--- config.mk ---
export PLATFORM = sky130hd
export DESIGN_NAME = ofm_mapper
export DESIGN_NICKNAME = d
export VERILOG_FILES = /design/src/hdl/ofm_pkg.sv /design/src/hdl/ofm_mapper.sv
export SDC_FILE = /design/constraint.sdc
export NUM_CORES = 1
export LEC_CHECK = 0
export BUFFER_PORTS_ARGS = -buffer_cell sky130_fd_sc_hd__buf_2
export CORE_UTILIZATION = 55
export DETAILED_ROUTE_END_ITERATION = 8
export GPL_TIMING_DRIVEN = 0
export PLACE_DENSITY = 0.93
export SKIP_CTS_REPAIR_TIMING = 1
export SLEW_MARGIN = 40
export SYNTH_ARGS = -nofsm -noshare
export SYNTH_HDL_FRONTEND = slang
export SYNTH_SLANG_ARGS = --single-unit
--- constraint.sdc ---
create_clock -name core_clk -period 7.92 [get_ports core_clk]
set_input_delay 0.396 -clock core_clk [delete_from_list [all_inputs] [get_ports core_clk]]
set_output_delay 0.396 -clock core_clk [all_outputs]
set_load 0.005 [all_outputs]
--- src/hdl/ofm_pkg.sv ---
// constants for the display page and font address mapper
// assumes 8 Kbyte display ram and a 1024-glyph font rom
package ofm_pkg;

  // ==========================================================
  // register indices, byte address is four times the index
  localparam logic [7:0] IDX_NATIONAL_CHARSET_REG = 8'hf5;
  localparam logic [7:0] IDX_DPTR = 8'hf0;
  localparam logic [7:0] IDX_DCTL = 8'hf1;
  localparam logic [7:0] IDX_STAT = 8'hf2;

  // ==========================================================
  // register fields and reset values
  localparam int NATIONAL_CHARSET_REG_SET_BIT  = 7;
  localparam int NATIONAL_CHARSET_REG_MAP_BIT  = 6;
  localparam int DCTL_SCR_BIT  = 2;
  localparam int STAT_ERR_BIT  = 0;
  localparam logic [7:0] NATIONAL_CHARSET_REG_RST = 8'h00;
  localparam logic [7:0] DPTR_RST = 8'h00;
  localparam logic [2:0] DCTL_RST = 3'h0;

  // ==========================================================
  // display ram layout
  localparam int          RAM_AW       = 13;
  localparam int          HALF_SHIFT   = 9;
  localparam logic [12:0] HALF_BLK     = 13'h0200;
  localparam logic [12:0] FULL_BLK     = 13'h0400;
  localparam logic [6:0]  ROW_LEN      = 7'h28;
  localparam logic [12:0] HS_ATTR_OFS  = 13'h0080;
  localparam logic [12:0] ROW_ATTR_OFS = 13'h0100;
  localparam logic [4:0]  ROW_ATTR_NUM = 5'h0c;
  localparam logic [4:0]  LINE_SCR_ROW = 5'h0c;
  localparam logic [4:0]  FULL_SCR_ROW = 5'h18;
  localparam logic [4:0]  FULL_LAST    = 5'h17;
  localparam logic [4:0]  HDR_ROWS     = 5'h03;

  // ==========================================================
  // font rom layout
  localparam logic [8:0] G0_1_BASE   = 9'h100;
  localparam logic [8:0] G0_2_BASE   = 9'h160;
  localparam logic [8:0] NAT_BASE    = 9'h100;
  localparam logic [8:0] NAT_LEN     = 9'h00d;
  localparam logic [8:0] EXT_HI_BASE = 9'h1c0;
  localparam logic [7:0] CODE_G0_LO  = 8'h20;
  localparam logic [7:0] CODE_G0_HI  = 8'h7f;
  localparam logic [7:0] CODE_EXT_A  = 8'ha0;
  localparam logic [7:0] CODE_EXT_E  = 8'he0;

  typedef enum logic [1:0] {
    MODE_PAR40_LINE = 2'b00,
    MODE_SER80_FULL = 2'b01,
    MODE_SER80_LINE = 2'b11
  } ofm_mode_t;

  typedef enum logic [2:0] {
    KIND_PAGE_CHAR = 3'h0,
    KIND_PAGE_ATTR = 3'h1,
    KIND_HDR_CHAR  = 3'h2,
    KIND_HDR_ATTR  = 3'h3,
    KIND_ROW_ATTR  = 3'h4,
    KIND_SCROLL    = 3'h5
  } ofm_kind_t;

endpackage

--- src/hdl/ofm_mapper.sv ---
// display ram fetch address and font rom address generator
// assumes an apb master on core_clk and same-clock request logic
`timescale 1ns/100ps
// How it works
// - parallel line mode: char block at page pointer, attributes next
// - header and status rows come from the header block pointer
// - parallel header and status attributes sit at 80h in that block
// - line modes: twelve row attribute bytes at 100h in that block
// - line modes with scrolling: row 12 is the scroll buffer
// - serial 80 full page: left 1K block then right 1K block
// - full page scrolling: the 40 bytes after row 23
// - serial 80 line mode: left half block then right half block
// - two 512-glyph sets, set switch bit picks one
// - mosaics made in logic, serial attribute or shape bits pick
// - extended menu only in parallel mode via set select bit
// - map mode bit in charset register picks single or triple
// - single mode: 83 basic glyphs plus 13 from a subset
// - triple mode: three 96-glyph sets via a 2-bit subfield
// - serial mode decodes 8-bit codes
// - parallel mode decodes 9-bit codes
// - triple mode rom bases 020h, 100h, 160h; menu and extended
// - subset glyphs replace exactly thirteen code positions

module ofm_mapper #(
  parameter int ADDR_W = 12
) (
  input  wire logic                 core_clk,
  input  wire logic                 resetn,
  input  wire logic                 psel,
  input  wire logic                 penable,
  input  wire logic                 pwrite,
  input  wire logic [ADDR_W-1:0]    paddr,
  input  wire logic [31:0]          pwdata,
  output logic      [31:0]          prdata,
  output logic                      pready,
  output logic                      pslverr,
  input  wire logic                 fetch_req,
  input  wire logic [2:0]           fetch_kind,
  input  wire logic [4:0]           fetch_row,
  input  wire logic [6:0]           fetch_col,
  output logic      [12:0]          ram_addr,
  output logic                      ram_valid,
  output logic                      fetch_err,
  input  wire logic                 font_req,
  input  wire logic [8:0]           char_code,
  input  wire logic                 serial_mosaic,
  input  wire logic                 serial_separated,
  input  wire logic [1:0]           shape_attr,
  input  wire logic                 g0_alt,
  output logic      [9:0]           rom_addr,
  output logic                      rom_valid,
  output logic                      glyph_mosaic,
  output logic                      glyph_separated
);

  // ==========================================================
  // elaboration check
  if (ADDR_W < 11) begin : g_chk
    $error("ofm_mapper: ADDR_W must be at least 11");
  end

  typedef struct packed {
    logic [7:0]  national_charset_reg;
    logic [3:0]  pg;
    logic [3:0]  hs;
    logic [1:0]  mode;
    logic        scr;
    logic        err_stk;
    logic [12:0] ram_addr;
    logic        ram_valid;
    logic        fetch_err;
    logic [9:0]  rom_addr;
    logic        rom_valid;
    logic        mosaic;
    logic        sep;
    logic [31:0] prdata;
  } ofm_state_t;

  typedef struct packed {
    logic [12:0] addr;
    logic        err;
  } ofm_fetch_t;

  typedef struct packed {
    logic [8:0] addr;
    logic       valid;
    logic       mosaic;
    logic       sep;
  } ofm_font_t;

  ofm_state_t s;
  ofm_state_t next_s;
  logic [7:0] idx;
  logic       hit;
  logic       par;
  logic       glyph_src_mosaic;

  // ==========================================================
  // apb decode
  assign idx = paddr[9:2];
  assign hit = (paddr[1:0] == 2'b00) && (paddr[ADDR_W-1:10] == '0) &&
               (idx == ofm_pkg::IDX_NATIONAL_CHARSET_REG || idx == ofm_pkg::IDX_DPTR ||
                idx == ofm_pkg::IDX_DCTL || idx == ofm_pkg::IDX_STAT);
  assign pready  = 1'b1;
  assign pslverr = psel && penable && !hit;
  assign par     = (s.mode == ofm_pkg::MODE_PAR40_LINE);
  assign glyph_src_mosaic = par ? shape_attr[0] : serial_mosaic;

  // ==========================================================
  // national subset slot of a basic code
  function automatic logic [4:0] nat_slot(input logic [7:0] c);
    nat_slot = 5'h10;
    unique case (c)
      8'h23:   nat_slot = 5'h00;
      8'h24:   nat_slot = 5'h01;
      8'h40:   nat_slot = 5'h02;
      8'h5b:   nat_slot = 5'h03;
      8'h5c:   nat_slot = 5'h04;
      8'h5d:   nat_slot = 5'h05;
      8'h5e:   nat_slot = 5'h06;
      8'h5f:   nat_slot = 5'h07;
      8'h60:   nat_slot = 5'h08;
      8'h7b:   nat_slot = 5'h09;
      8'h7c:   nat_slot = 5'h0a;
      8'h7d:   nat_slot = 5'h0b;
      8'h7e:   nat_slot = 5'h0c;
      default: nat_slot = 5'h10;
    endcase
  endfunction

  // ==========================================================
  // display ram fetch address
  function automatic ofm_fetch_t do_fetch(
    input logic [2:0] kind,
    input logic [4:0] row,
    input logic [6:0] col,
    input logic [1:0] mode,
    input logic       scr,
    input logic [3:0] pg,
    input logic [3:0] hs
  );
    logic [12:0] pb;
    logic [12:0] hb;
    logic [4:0]  r;
    logic [6:0]  c;
    logic [12:0] ro;
    logic        rt;
    logic        full;
    ofm_fetch_t  f;
    pb   = {pg, 9'h000};
    hb   = {hs, 9'h000};
    full = (mode == ofm_pkg::MODE_SER80_FULL);
    rt   = (col >= ofm_pkg::ROW_LEN);
    c    = rt ? col - ofm_pkg::ROW_LEN : col;
    r    = (kind == 3'(ofm_pkg::KIND_SCROLL)) ?
           (full ? ofm_pkg::FULL_SCR_ROW : ofm_pkg::LINE_SCR_ROW) : row;
    ro   = 13'({8'h00, r - 5'h01} * 13'(ofm_pkg::ROW_LEN));
    f.err  = 1'b0;
    f.addr = pb + ro + 13'(c);
    unique case (kind)
      3'(ofm_pkg::KIND_PAGE_CHAR), 3'(ofm_pkg::KIND_SCROLL): begin
        if (kind == 3'(ofm_pkg::KIND_SCROLL) && !scr)
          f.err = 1'b1;
        if (mode == ofm_pkg::MODE_PAR40_LINE) begin
          f.err = f.err || rt;
        end else if (full) begin
          if (rt)
            f.addr = f.addr + ofm_pkg::FULL_BLK;
        end else if (rt) begin
          f.addr = f.addr + ofm_pkg::HALF_BLK;
        end
        if (kind == 3'(ofm_pkg::KIND_PAGE_CHAR)) begin
          f.err = f.err || (row == 5'h00) || (full ?
                  (row > ofm_pkg::FULL_LAST) :
                  (row > ofm_pkg::LINE_SCR_ROW));
        end
        f.err = f.err || (col >= 7'(2 * ofm_pkg::ROW_LEN));
      end
      3'(ofm_pkg::KIND_PAGE_ATTR): begin
        f.addr = f.addr + ofm_pkg::HALF_BLK;
        f.err  = (mode != ofm_pkg::MODE_PAR40_LINE) || rt ||
                 (row == 5'h00) || (row > ofm_pkg::LINE_SCR_ROW);
      end
      3'(ofm_pkg::KIND_HDR_CHAR): begin
        f.addr = hb + 13'({8'h00, row} * 13'(ofm_pkg::ROW_LEN)) + 13'(col);
        f.err  = rt || (row >= ofm_pkg::HDR_ROWS);
      end
      3'(ofm_pkg::KIND_HDR_ATTR): begin
        f.addr = hb + ofm_pkg::HS_ATTR_OFS +
                 13'({8'h00, row} * 13'(ofm_pkg::ROW_LEN)) + 13'(col);
        f.err  = (mode != ofm_pkg::MODE_PAR40_LINE) || rt ||
                 (row >= ofm_pkg::HDR_ROWS);
      end
      3'(ofm_pkg::KIND_ROW_ATTR): begin
        f.addr = hb + ofm_pkg::ROW_ATTR_OFS + 13'(row);
        f.err  = full || (row >= ofm_pkg::ROW_ATTR_NUM);
      end
      default: f.err = 1'b1;
    endcase
    if (mode == 2'b10)
      f.err = 1'b1;
    do_fetch = f;
  endfunction

  // ==========================================================
  // font rom address
  function automatic ofm_font_t do_font(
    input logic [8:0] code,
    input logic       p,
    input logic       smos,
    input logic       ssep,
    input logic [1:0] shape,
    input logic       alt,
    input logic [7:0] national_charset_reg
  );
    logic [7:0] c;
    logic       css;
    logic [4:0] slot;
    logic [3:0] sub;
    logic [1:0] set;
    ofm_font_t  f;
    c    = code[7:0];
    css  = p && code[8];
    slot = nat_slot(c);
    sub  = national_charset_reg[3:0];
    set  = alt ? sub[3:2] : sub[1:0];
    f.addr   = {1'b0, c};
    f.valid  = (c >= ofm_pkg::CODE_G0_LO);
    f.mosaic = 1'b0;
    f.sep    = 1'b0;
    if (p ? shape[0] : smos) begin
      f.mosaic = 1'b1;
      f.sep    = p ? shape[1] : ssep;
      f.valid  = 1'b0;
      f.addr   = 9'h000;
    end else if (css && c >= ofm_pkg::CODE_EXT_E) begin
      f.addr = {4'h0, c[4:0]};
    end else if (css && c >= ofm_pkg::CODE_EXT_A) begin
      f.addr = ofm_pkg::EXT_HI_BASE + 9'(c - ofm_pkg::CODE_EXT_A);
    end else if (c >= ofm_pkg::CODE_G0_LO &&
                 c <= ofm_pkg::CODE_G0_HI) begin
      if (national_charset_reg[ofm_pkg::NATIONAL_CHARSET_REG_MAP_BIT]) begin
        unique case (set)
          2'b01:   f.addr = ofm_pkg::G0_1_BASE +
                            9'(c - ofm_pkg::CODE_G0_LO);
          2'b10:   f.addr = ofm_pkg::G0_2_BASE +
                            9'(c - ofm_pkg::CODE_G0_LO);
          default: f.addr = {1'b0, c};
        endcase
      end else if (slot != 5'h10 && sub != 4'h0 &&
                   sub != 4'hf) begin
        f.addr = ofm_pkg::NAT_BASE +
                 9'({5'h00, sub - 4'h1} * ofm_pkg::NAT_LEN) +
                 9'(slot);
      end
    end
    do_font = f;
  endfunction

  // ==========================================================
  // next state
  always_comb begin
    ofm_fetch_t fr;
    ofm_font_t  fo;
    next_s = s;
    fr = do_fetch(fetch_kind, fetch_row, fetch_col, s.mode, s.scr,
                  s.pg, s.hs);
    fo = do_font(char_code, par, serial_mosaic, serial_separated,
                 shape_attr, g0_alt, s.national_charset_reg);
    if (psel && !penable && !pwrite) begin
      next_s.prdata = 32'h0000_0000;
      if (hit && idx == ofm_pkg::IDX_NATIONAL_CHARSET_REG)
        next_s.prdata = {24'h000000, s.national_charset_reg};
      if (hit && idx == ofm_pkg::IDX_DPTR)
        next_s.prdata = {24'h000000, s.hs, s.pg};
      if (hit && idx == ofm_pkg::IDX_DCTL)
        next_s.prdata = {29'h0, s.scr, s.mode};
      if (hit && idx == ofm_pkg::IDX_STAT)
        next_s.prdata = {31'h0, s.err_stk};
    end
    if (psel && penable && pwrite && hit) begin
      if (idx == ofm_pkg::IDX_NATIONAL_CHARSET_REG)
        next_s.national_charset_reg = pwdata[7:0];
      if (idx == ofm_pkg::IDX_DPTR) begin
        next_s.pg = pwdata[3:0];
        next_s.hs = pwdata[7:4];
      end
      if (idx == ofm_pkg::IDX_DCTL) begin
        next_s.mode = pwdata[1:0];
        next_s.scr  = pwdata[ofm_pkg::DCTL_SCR_BIT];
      end
      if (idx == ofm_pkg::IDX_STAT && pwdata[ofm_pkg::STAT_ERR_BIT])
        next_s.err_stk = 1'b0;
    end
    next_s.ram_valid = fetch_req && !fr.err;
    next_s.fetch_err = fetch_req && fr.err;
    if (fetch_req) begin
      next_s.ram_addr = fr.addr;
      if (fr.err)
        next_s.err_stk = 1'b1;
    end
    next_s.rom_valid = font_req && fo.valid;
    if (font_req) begin
      next_s.rom_addr = {s.national_charset_reg[ofm_pkg::NATIONAL_CHARSET_REG_SET_BIT], fo.addr};
      next_s.mosaic   = fo.mosaic;
      next_s.sep      = fo.sep;
    end
  end

  always_ff @(posedge core_clk or negedge resetn) begin
    if (!resetn) begin
      s      <= '0;
      s.national_charset_reg <= ofm_pkg::NATIONAL_CHARSET_REG_RST;
      s.pg   <= ofm_pkg::DPTR_RST[3:0];
      s.hs   <= ofm_pkg::DPTR_RST[7:4];
      s.mode <= ofm_pkg::DCTL_RST[1:0];
      s.scr  <= ofm_pkg::DCTL_RST[2];
    end else begin
      s <= next_s;
    end
  end

  assign prdata          = s.prdata;
  assign ram_addr        = s.ram_addr;
  assign ram_valid       = s.ram_valid;
  assign fetch_err       = s.fetch_err;
  assign rom_addr        = s.rom_addr;
  assign rom_valid       = s.rom_valid;
  assign glyph_mosaic    = s.mosaic;
  assign glyph_separated = s.sep;

  // ==========================================================
  // checks
  property p_par_attr;
    @(posedge core_clk) disable iff (!resetn)
    fetch_req && fetch_kind == 3'(ofm_pkg::KIND_PAGE_ATTR) |=>
      !ram_valid || ram_addr[12:9] == $past(s.pg) + 4'h1;
  endproperty
  a_par_attr: assert property (p_par_attr)
    else $error("attribute fetch outside next half block");

  property p_hdr_blk;
    @(posedge core_clk) disable iff (!resetn)
    fetch_req && fetch_kind == 3'(ofm_pkg::KIND_HDR_CHAR) |=>
      fetch_err || ram_addr[12:9] == $past(s.hs);
  endproperty
  a_hdr_blk: assert property (p_hdr_blk)
    else $error("header fetch outside header block");

  property p_row_attr;
    @(posedge core_clk) disable iff (!resetn)
    fetch_req && fetch_kind == 3'(ofm_pkg::KIND_ROW_ATTR) |=>
      fetch_err || ram_addr[8:0] == 9'h100 + 9'($past(fetch_row));
  endproperty
  a_row_attr: assert property (p_row_attr)
    else $error("row attribute offset wrong");

  property p_scroll_off;
    @(posedge core_clk) disable iff (!resetn)
    fetch_req && fetch_kind == 3'(ofm_pkg::KIND_SCROLL) && !s.scr
      |=> fetch_err && !ram_valid;
  endproperty
  a_scroll_off: assert property (p_scroll_off)
    else $error("scroll fetch allowed while scrolling is off");

  property p_full_right;
    @(posedge core_clk) disable iff (!resetn)
    fetch_req && s.mode == ofm_pkg::MODE_SER80_FULL &&
    fetch_kind == 3'(ofm_pkg::KIND_PAGE_CHAR) && fetch_col >= 7'h28
      |=> fetch_err || ram_addr >= {$past(s.pg), 9'h000} + 13'h0400;
  endproperty
  a_full_right: assert property (p_full_right)
    else $error("right half not in second block");

  property p_set1;
    @(posedge core_clk) disable iff (!resetn)
    font_req && s.national_charset_reg[6] && !g0_alt && s.national_charset_reg[1:0] == 2'b01 &&
    !glyph_src_mosaic && char_code[7:5] inside {3'h1, 3'h2, 3'h3}
      |=> rom_addr[8:0] == 9'($past(char_code[7:0])) + 9'h0e0;
  endproperty
  a_set1: assert property (p_set1)
    else $error("triple set one base wrong");

  property p_serial_ext;
    @(posedge core_clk) disable iff (!resetn)
    font_req && !par ##1 rom_valid |->
      rom_addr[8:0] >= 9'h020 && rom_addr[8:0] < 9'h1c0;
  endproperty
  a_serial_ext: assert property (p_serial_ext)
    else $error("extended menu reached in serial mode");

  property p_set_bit;
    @(posedge core_clk) disable iff (!resetn)
    font_req |=> rom_addr[9] == $past(s.national_charset_reg[7]);
  endproperty
  a_set_bit: assert property (p_set_bit)
    else $error("font set bit not applied");

  property p_nat1;
    @(posedge core_clk) disable iff (!resetn)
    font_req && !s.national_charset_reg[6] && s.national_charset_reg[3:0] == 4'h1 &&
    !glyph_src_mosaic && char_code[7:0] == 8'h23 |=> rom_addr[8:0] == 9'h100;
  endproperty
  a_nat1: assert property (p_nat1)
    else $error("subset one first slot wrong");

  c_ext: cover property (@(posedge core_clk) disable iff (!resetn)
    rom_valid && rom_addr[8:0] >= 9'h1c0);
  c_mosaic: cover property (@(posedge core_clk) disable iff (!resetn)
    glyph_mosaic && glyph_separated);
  c_scroll: cover property (@(posedge core_clk) disable iff (!resetn)
    fetch_req && fetch_kind == 3'(ofm_pkg::KIND_SCROLL) && s.scr);
  c_err: cover property (@(posedge core_clk) disable iff (!resetn)
    fetch_err);

endmodule

# --- Word-level counts from Yosys, hierarchy flattened ---
# Cells that the tools add are included.
classes:
  addsub: 21
  n_mul: 3
  magnitude_cmp: 10
  eq_ne: 28
  mux: 37
  n_reduce_logical: 52
op_table:
  columns: ["cell", "n"]
  rows:
  - ["8-bit by 7-bit equality test with 1-bit output (second input constant)", 11]
  - ["13-bit one-hot mux with 5 select lines", 1]
  - ["5-bit one-hot mux with 13 select lines", 1]
  - ["32-bit 2-to-1 mux", 2]
  - ["9-bit 2-to-1 mux", 6]
  - ["13-bit 2-to-1 mux", 4]
  - ["13-bit by 11-bit adder with 13-bit output", 3]
  - ["13-bit by 7-bit adder with 13-bit output", 3]
  - ["8-bit equality test (second input constant)", 4]
  - ["9-bit adder (first input constant)", 3]
  - ["1-bit logical AND", 23]
  - ["9-bit one-hot mux with 2 select lines", 1]
  - ["8-bit by 6-bit equality test with 1-bit output (second input constant)", 2]
  - ["8-bit greater-or-equal comparator (second input constant)", 2]
  - ["5-bit by 3-bit multiplier with 8-bit output (second input constant)", 2]
  - ["8-bit 2-to-1 mux", 2]
  - ["14-bit 2-to-1 mux", 1]
  - ["13-bit by 10-bit adder with 13-bit output (second input constant)", 1]
  - ["13-bit by 11-bit adder with 13-bit output (second input constant)", 1]
  - ["13-bit by 5-bit adder with 13-bit output", 1]
  - ["13-bit by 8-bit adder with 13-bit output (second input constant)", 1]
  - ["13-bit by 9-bit adder with 13-bit output (second input constant)", 1]
  - ["1-bit logical OR", 13]
  - ["1-bit 2-to-1 mux", 13]
  - ["36 further kinds", 49]
word_totals:
  reg_bits: 80
  input_bits: 80
  out_inout_bits: 62
  elab_cells: 165

# --- Depth between registers and ports, before layout ---
depth:
  word_depth: 16
  depth_mapped: 26
  depth_no_buf: 26

# --- Worst setup path before layout ---
# OpenSTA, ideal clock, no wires.
synth_timing:
  path_kind: "in2reg"
  startpoint: "input port fetch_kind[2]"
  endpoint: "register s, in the netlist ram_addr[11]"
  setup_time_ps: 121
  arrival_ps: 4794
  required_ps: 7799
  path_slack_ps: 3004
  cell_stages: 25
  n_path_buf: 1
  path_cell_list: "clkbuf_1 > nand2_1 > nand2_1 > ha_1 > nand2_1 > xor2_1 > o21ai_0 > inv_1 > xnor2_1 > inv_1 > ha_1 > a21o_1 > a21oi_1 > xnor2_1 > ha_1 > nor3b_4 > a21oi_1 > xnor2_1 > ha_1 > nand3_1 > a311o_1 > o221a_2 > o211ai_1 > o211a_1 > o2bb2ai_1"
synth_between:
  elab_chain_cells: 11
  elab_cells_between_ends: 19
  classes_between: "add/sub: 5; mul: 1; eq/ne: 5; mux: 6; reduce/logical: 2"
synth_rtl:
  columns: ["item", "line", "text"]
  rows:
  - ["from (decl)", "ofm_mapper.sv:38", "input wire logic [2:0] fetch_kind,"]
  - ["3-bit equality test", "ofm_mapper.sv:155, ofm_mapper.sv:160", null]
  - ["5-bit 2-to-1 mux", "ofm_mapper.sv:155", "r = (kind == 3'(ofm_pkg::KIND_SCROLL)) ?"]
  - ["5-bit by 1-bit subtractor with 5-bit output", "ofm_mapper.sv:157", "ro = 13'({8'h00, r - 5'h01} * 13'(ofm_pkg::ROW_LEN));"]
  - ["5-bit by 3-bit multiplier with 8-bit output", "ofm_mapper.sv:157", null]
  - ["13-bit by 11-bit adder with 13-bit output", "ofm_mapper.sv:159", "f.addr = pb + ro + 13'(c);"]
  - ["13-bit by 7-bit adder with 13-bit output", "ofm_mapper.sv:159", null]
  - ["13-bit by 10-bit adder with 13-bit output or 13-bit by 11-bit adder with 13-bit output (tied branches)", "ofm_mapper.sv:170, ofm_mapper.sv:180, ofm_mapper.sv:168", null]
  - ["13-bit 2-to-1 mux (on tied branches)", "ofm_mapper.sv:169, ofm_mapper.sv:167", null]
  - ["13-bit 2-to-1 mux", "ofm_mapper.sv:166", "end else if (full) begin"]
  - ["13-bit 2-to-1 mux", "ofm_mapper.sv:164", "if (mode == ofm_pkg::MODE_PAR40_LINE) begin"]
  - ["13-bit one-hot mux with 5 select lines *", "ofm_mapper.sv:160", "unique case (kind)"]
  - ["to (signal assigned)", "ofm_mapper.sv:319", "s <= next_s;"]
  - ["to (decl)", "ofm_mapper.sv:91", "ofm_state_t s;"]
# Every way passes the cells marked *; elsewhere a longest branch is shown, timed or not.
# A chain may end at the register's enable or synchronous reset.

# --- Worst setup path in the final report ---
# Same ends and word-level chain as after synthesis.

==> results.md <==
* Initial antenna violation count at 0
* Post-Route WL at 14700 um
* H-tree level count at 2
* Ys flop type: dfrtp_1
* F_max at 174 MHz
* Post-synthesis sequential area ratio at 24.3%
* Cell accounting for the most synthesized area: dfrtp_1
* Final HPWL DP at 11500 um
* Fraction of layout cells with a size suffix above 1 at 25.9%
* Final GP Congestion at 0.927
* Number of CTS-inserted buffers at 5
* CP startpoint kind: primary input
* Post-Syn Area per Cell at 8.65 um2
* Unrepaired setup endpoints after global routing: no
* Crit path capture type: flop
* Metal-1 WL at 5880 um
* Top cell type's share of synthesized area at 24.3%
* LEAKAGE at 3.32 nW
* I/O pins at 142
* Layout Skew at 0.00582 ns
* ANT nets after route at 0
* Final period utilization at 72.4%
* Met2 wire length at 7260 um
* Detailed-route via count at 5369
* Largest family of logic cells by synthesized area: compound AO/OA/AOI/OAI gates
* CTS tree: done
* VDD IR-drop max at 0.0929 mV
* Synth Area in Simple Gates at 15.0%
* Chip Width at 104 um
* Highest-delay cell along the critical path: xnor2_1
* Flops & latches, synth at 56
* Final nets at 934
* Post-synth EDFFs at 0
* Least-Margin Pin Slew at 0.747 ns
* Via count of the first global-routing pass at 5157
* Gate count of the mapped netlist at 668
* Multiplexer share of the synthesized area at 5.48%
* Max transition margin at 50.1%
* Skew-Pair Late Insertion Delay at 0.31 ns
* Top cells by count, synth: nand2_1, ha_1, buf_4, dfrtp_1, nor2_1
* Final hold violation count at 0
* Crit path time final at 5.73 ns
* PortBufs at 89
* DIE AREA at 10900 um2
* Grt total ovfl at 0
* Max-slew violations at 0
* Ranking of synthesized cells by area: dfrtp_1, ha_1, buf_4
* DR WL/cell at 15.9 um
* Routed vias/inst at 5.81
* XOR/XNOR share of the synthesized area at 5.52%
* Cell Area, Placed at 6490 um2
* Hold WC Path Type: in -> async
* Most frequent cell after synthesis: nand2_1
* Max Used Layer: met4
* Met3 routed wirelength at 819 um
* Drt drc at 0
* Power density over the cells at 124 nW/um2
* Clock buffer depth at 2
* CP max FO at 10
* First-pass GRT wire length at 24200 um
* Arr. time, crit path at 5.93 ns
* CTS root buffer: clkbuf_8
* Die H at 104 um
* Drt pass-1 iters at 5
* Fraction of the mapped netlist area in adder cells at 15.6%
* Largest net degree at the start of global routing at 57
* Total GRT Usage at 27.3%
* Synth Cell Area at 5780 um2
* DR iter-0 viols at 345
* Final Cell Area at 6590 um2
* Max cap viols at 0
* CTS clk-pin slew, worst paths at 0.10 ns
* WS Path Type: in -> reg
* Setup TNS Final at 0 ns
* Delay of the slowest critical-path stage at 0.49 ns
* Most frequent CP cell: ha_1
* CP required at 8.12 ns
* Complex-gate fraction of the synthesized area at 22.1%
* Status: finished, final reports clean
* Sink Count at 56
* Ys Warns at 0
* Area delta synth->final at 14.1%
* Initial core utilization at 56.5%
* Final setup vio count at 0
* FFs w/ async S/R, synth at 100%
* FP Rows at 37
* Netlist cell types at 84
* N_diodes at 0
* Core region area at 10200 um2
==> per-layer routing <==
layer / GRT usage [%] / up-vias
li1: - / 2563
met1: 32.6 / 2519
met2: 47.4 / 225
met3: 3.32 / 62
met4: 15.4 / 0
met5: 0 / -
==> registers in the layout, indices dropped and copies added (netlist names) <==
name and cells:
rom_valid 1, glyph_separated 1, fetch_err 1, ram_valid 1
prdata 8, glyph_mosaic 1, rom_addr 10, s 20
ram_addr 13
==> path summary, 6_finish.rpt <==
kind,from,to,slack [ns],depth (start not counted)
worst max-delay path,fetch_kind[2],ram_addr[11],2.19,26
worst min-delay path,resetn,prdata[3],0.12,1
worst max register to register,s[63],ram_addr[11],2.60,22
worst min register to register,rom_addr[1],rom_addr[1],0.49,1
max in group asynchronous,resetn,rom_valid,7.33,1
min in group core_clk,pwdata[7],s[67],0.33,2
==> per-stage QoR <==
stage | instances | util, % | total power, W | hold WS, ns | worst slack [ns]
after floorplan | 691 | - | 0.000548 | 0.100 | 3.00
after global placement | 916 | 63.3 | 0.000636 | 0.465 | 2.18
after detailed placement | 916 | 63.4 | 0.000648 | 0.471 | 1.97
after CTS | 924 | 64.4 | 0.000815 | 0.152 | 2.30
after global routing | 924 | 64.4 | 0.000866 | 0.178 | 1.85
final | 924 | 64.4 | 0.000818 | 0.118 | 2.19
==> final cells by class <==
class / count / area, um2
Tap cell: 136 / 170
Multi-Input combinational cell: 513 / 3790
Clock inverter: 2 / 13.8
Timing Repair Buffer: 89 / 448
Buffer: 77 / 518
Clock buffer: 6 / 82.6
Fill cell: 849 / 3640
Inverter: 45 / 169
Sequential cell: 56 / 1400
==> logic make-up after synthesis <==
group | count (synthesis)
AO/OA/AOI/OAI | 179
other | 2
adder cells (fa/ha/maj) | 68
AND/OR/NAND/NOR | 178
flip-flops | 56
XOR/XNOR | 34
multiplexers | 29
buffers and inverters | 122
==> cell usage in the layout, fill, tap and decap left out, types with 25 or more instances in the layout <==
master,netlist,final
buf_2,4,92
a21oi_1,37,37
nor2_1,46,46
buf_4,57,58
nand2_1,61,61
ha_1,60,60
inv_1,44,44
o21ai_0,34,34
conb_1,2,25
dfrtp_1,56,56
==> report_power, final <==
part / total (W) / leakage [nW] / internal (W) / switching [W]
logic: 0.000333 / 2.54 / 0.000150 / 0.000182
registers: 0.000317 / 0.731 / 0.000305 / 0.0000118
clock network: 0.000168 / 0.0516 / 0.0000718 / 0.0000964
total: 0.000818 / 3.32 / 0.000527 / 0.000291
==> critical path, delay by kind of cell <==
kind                     cells  cell delay [ns]
XOR/XNOR                     4             1.03
AND/OR/NAND/NOR              5             0.89
AO/OA/AOI/OAI                9             1.69
buffers and inverters        4             0.74
adder cells (fa/ha/maj)      4             1.19
(Power assumes the default switching activity.)
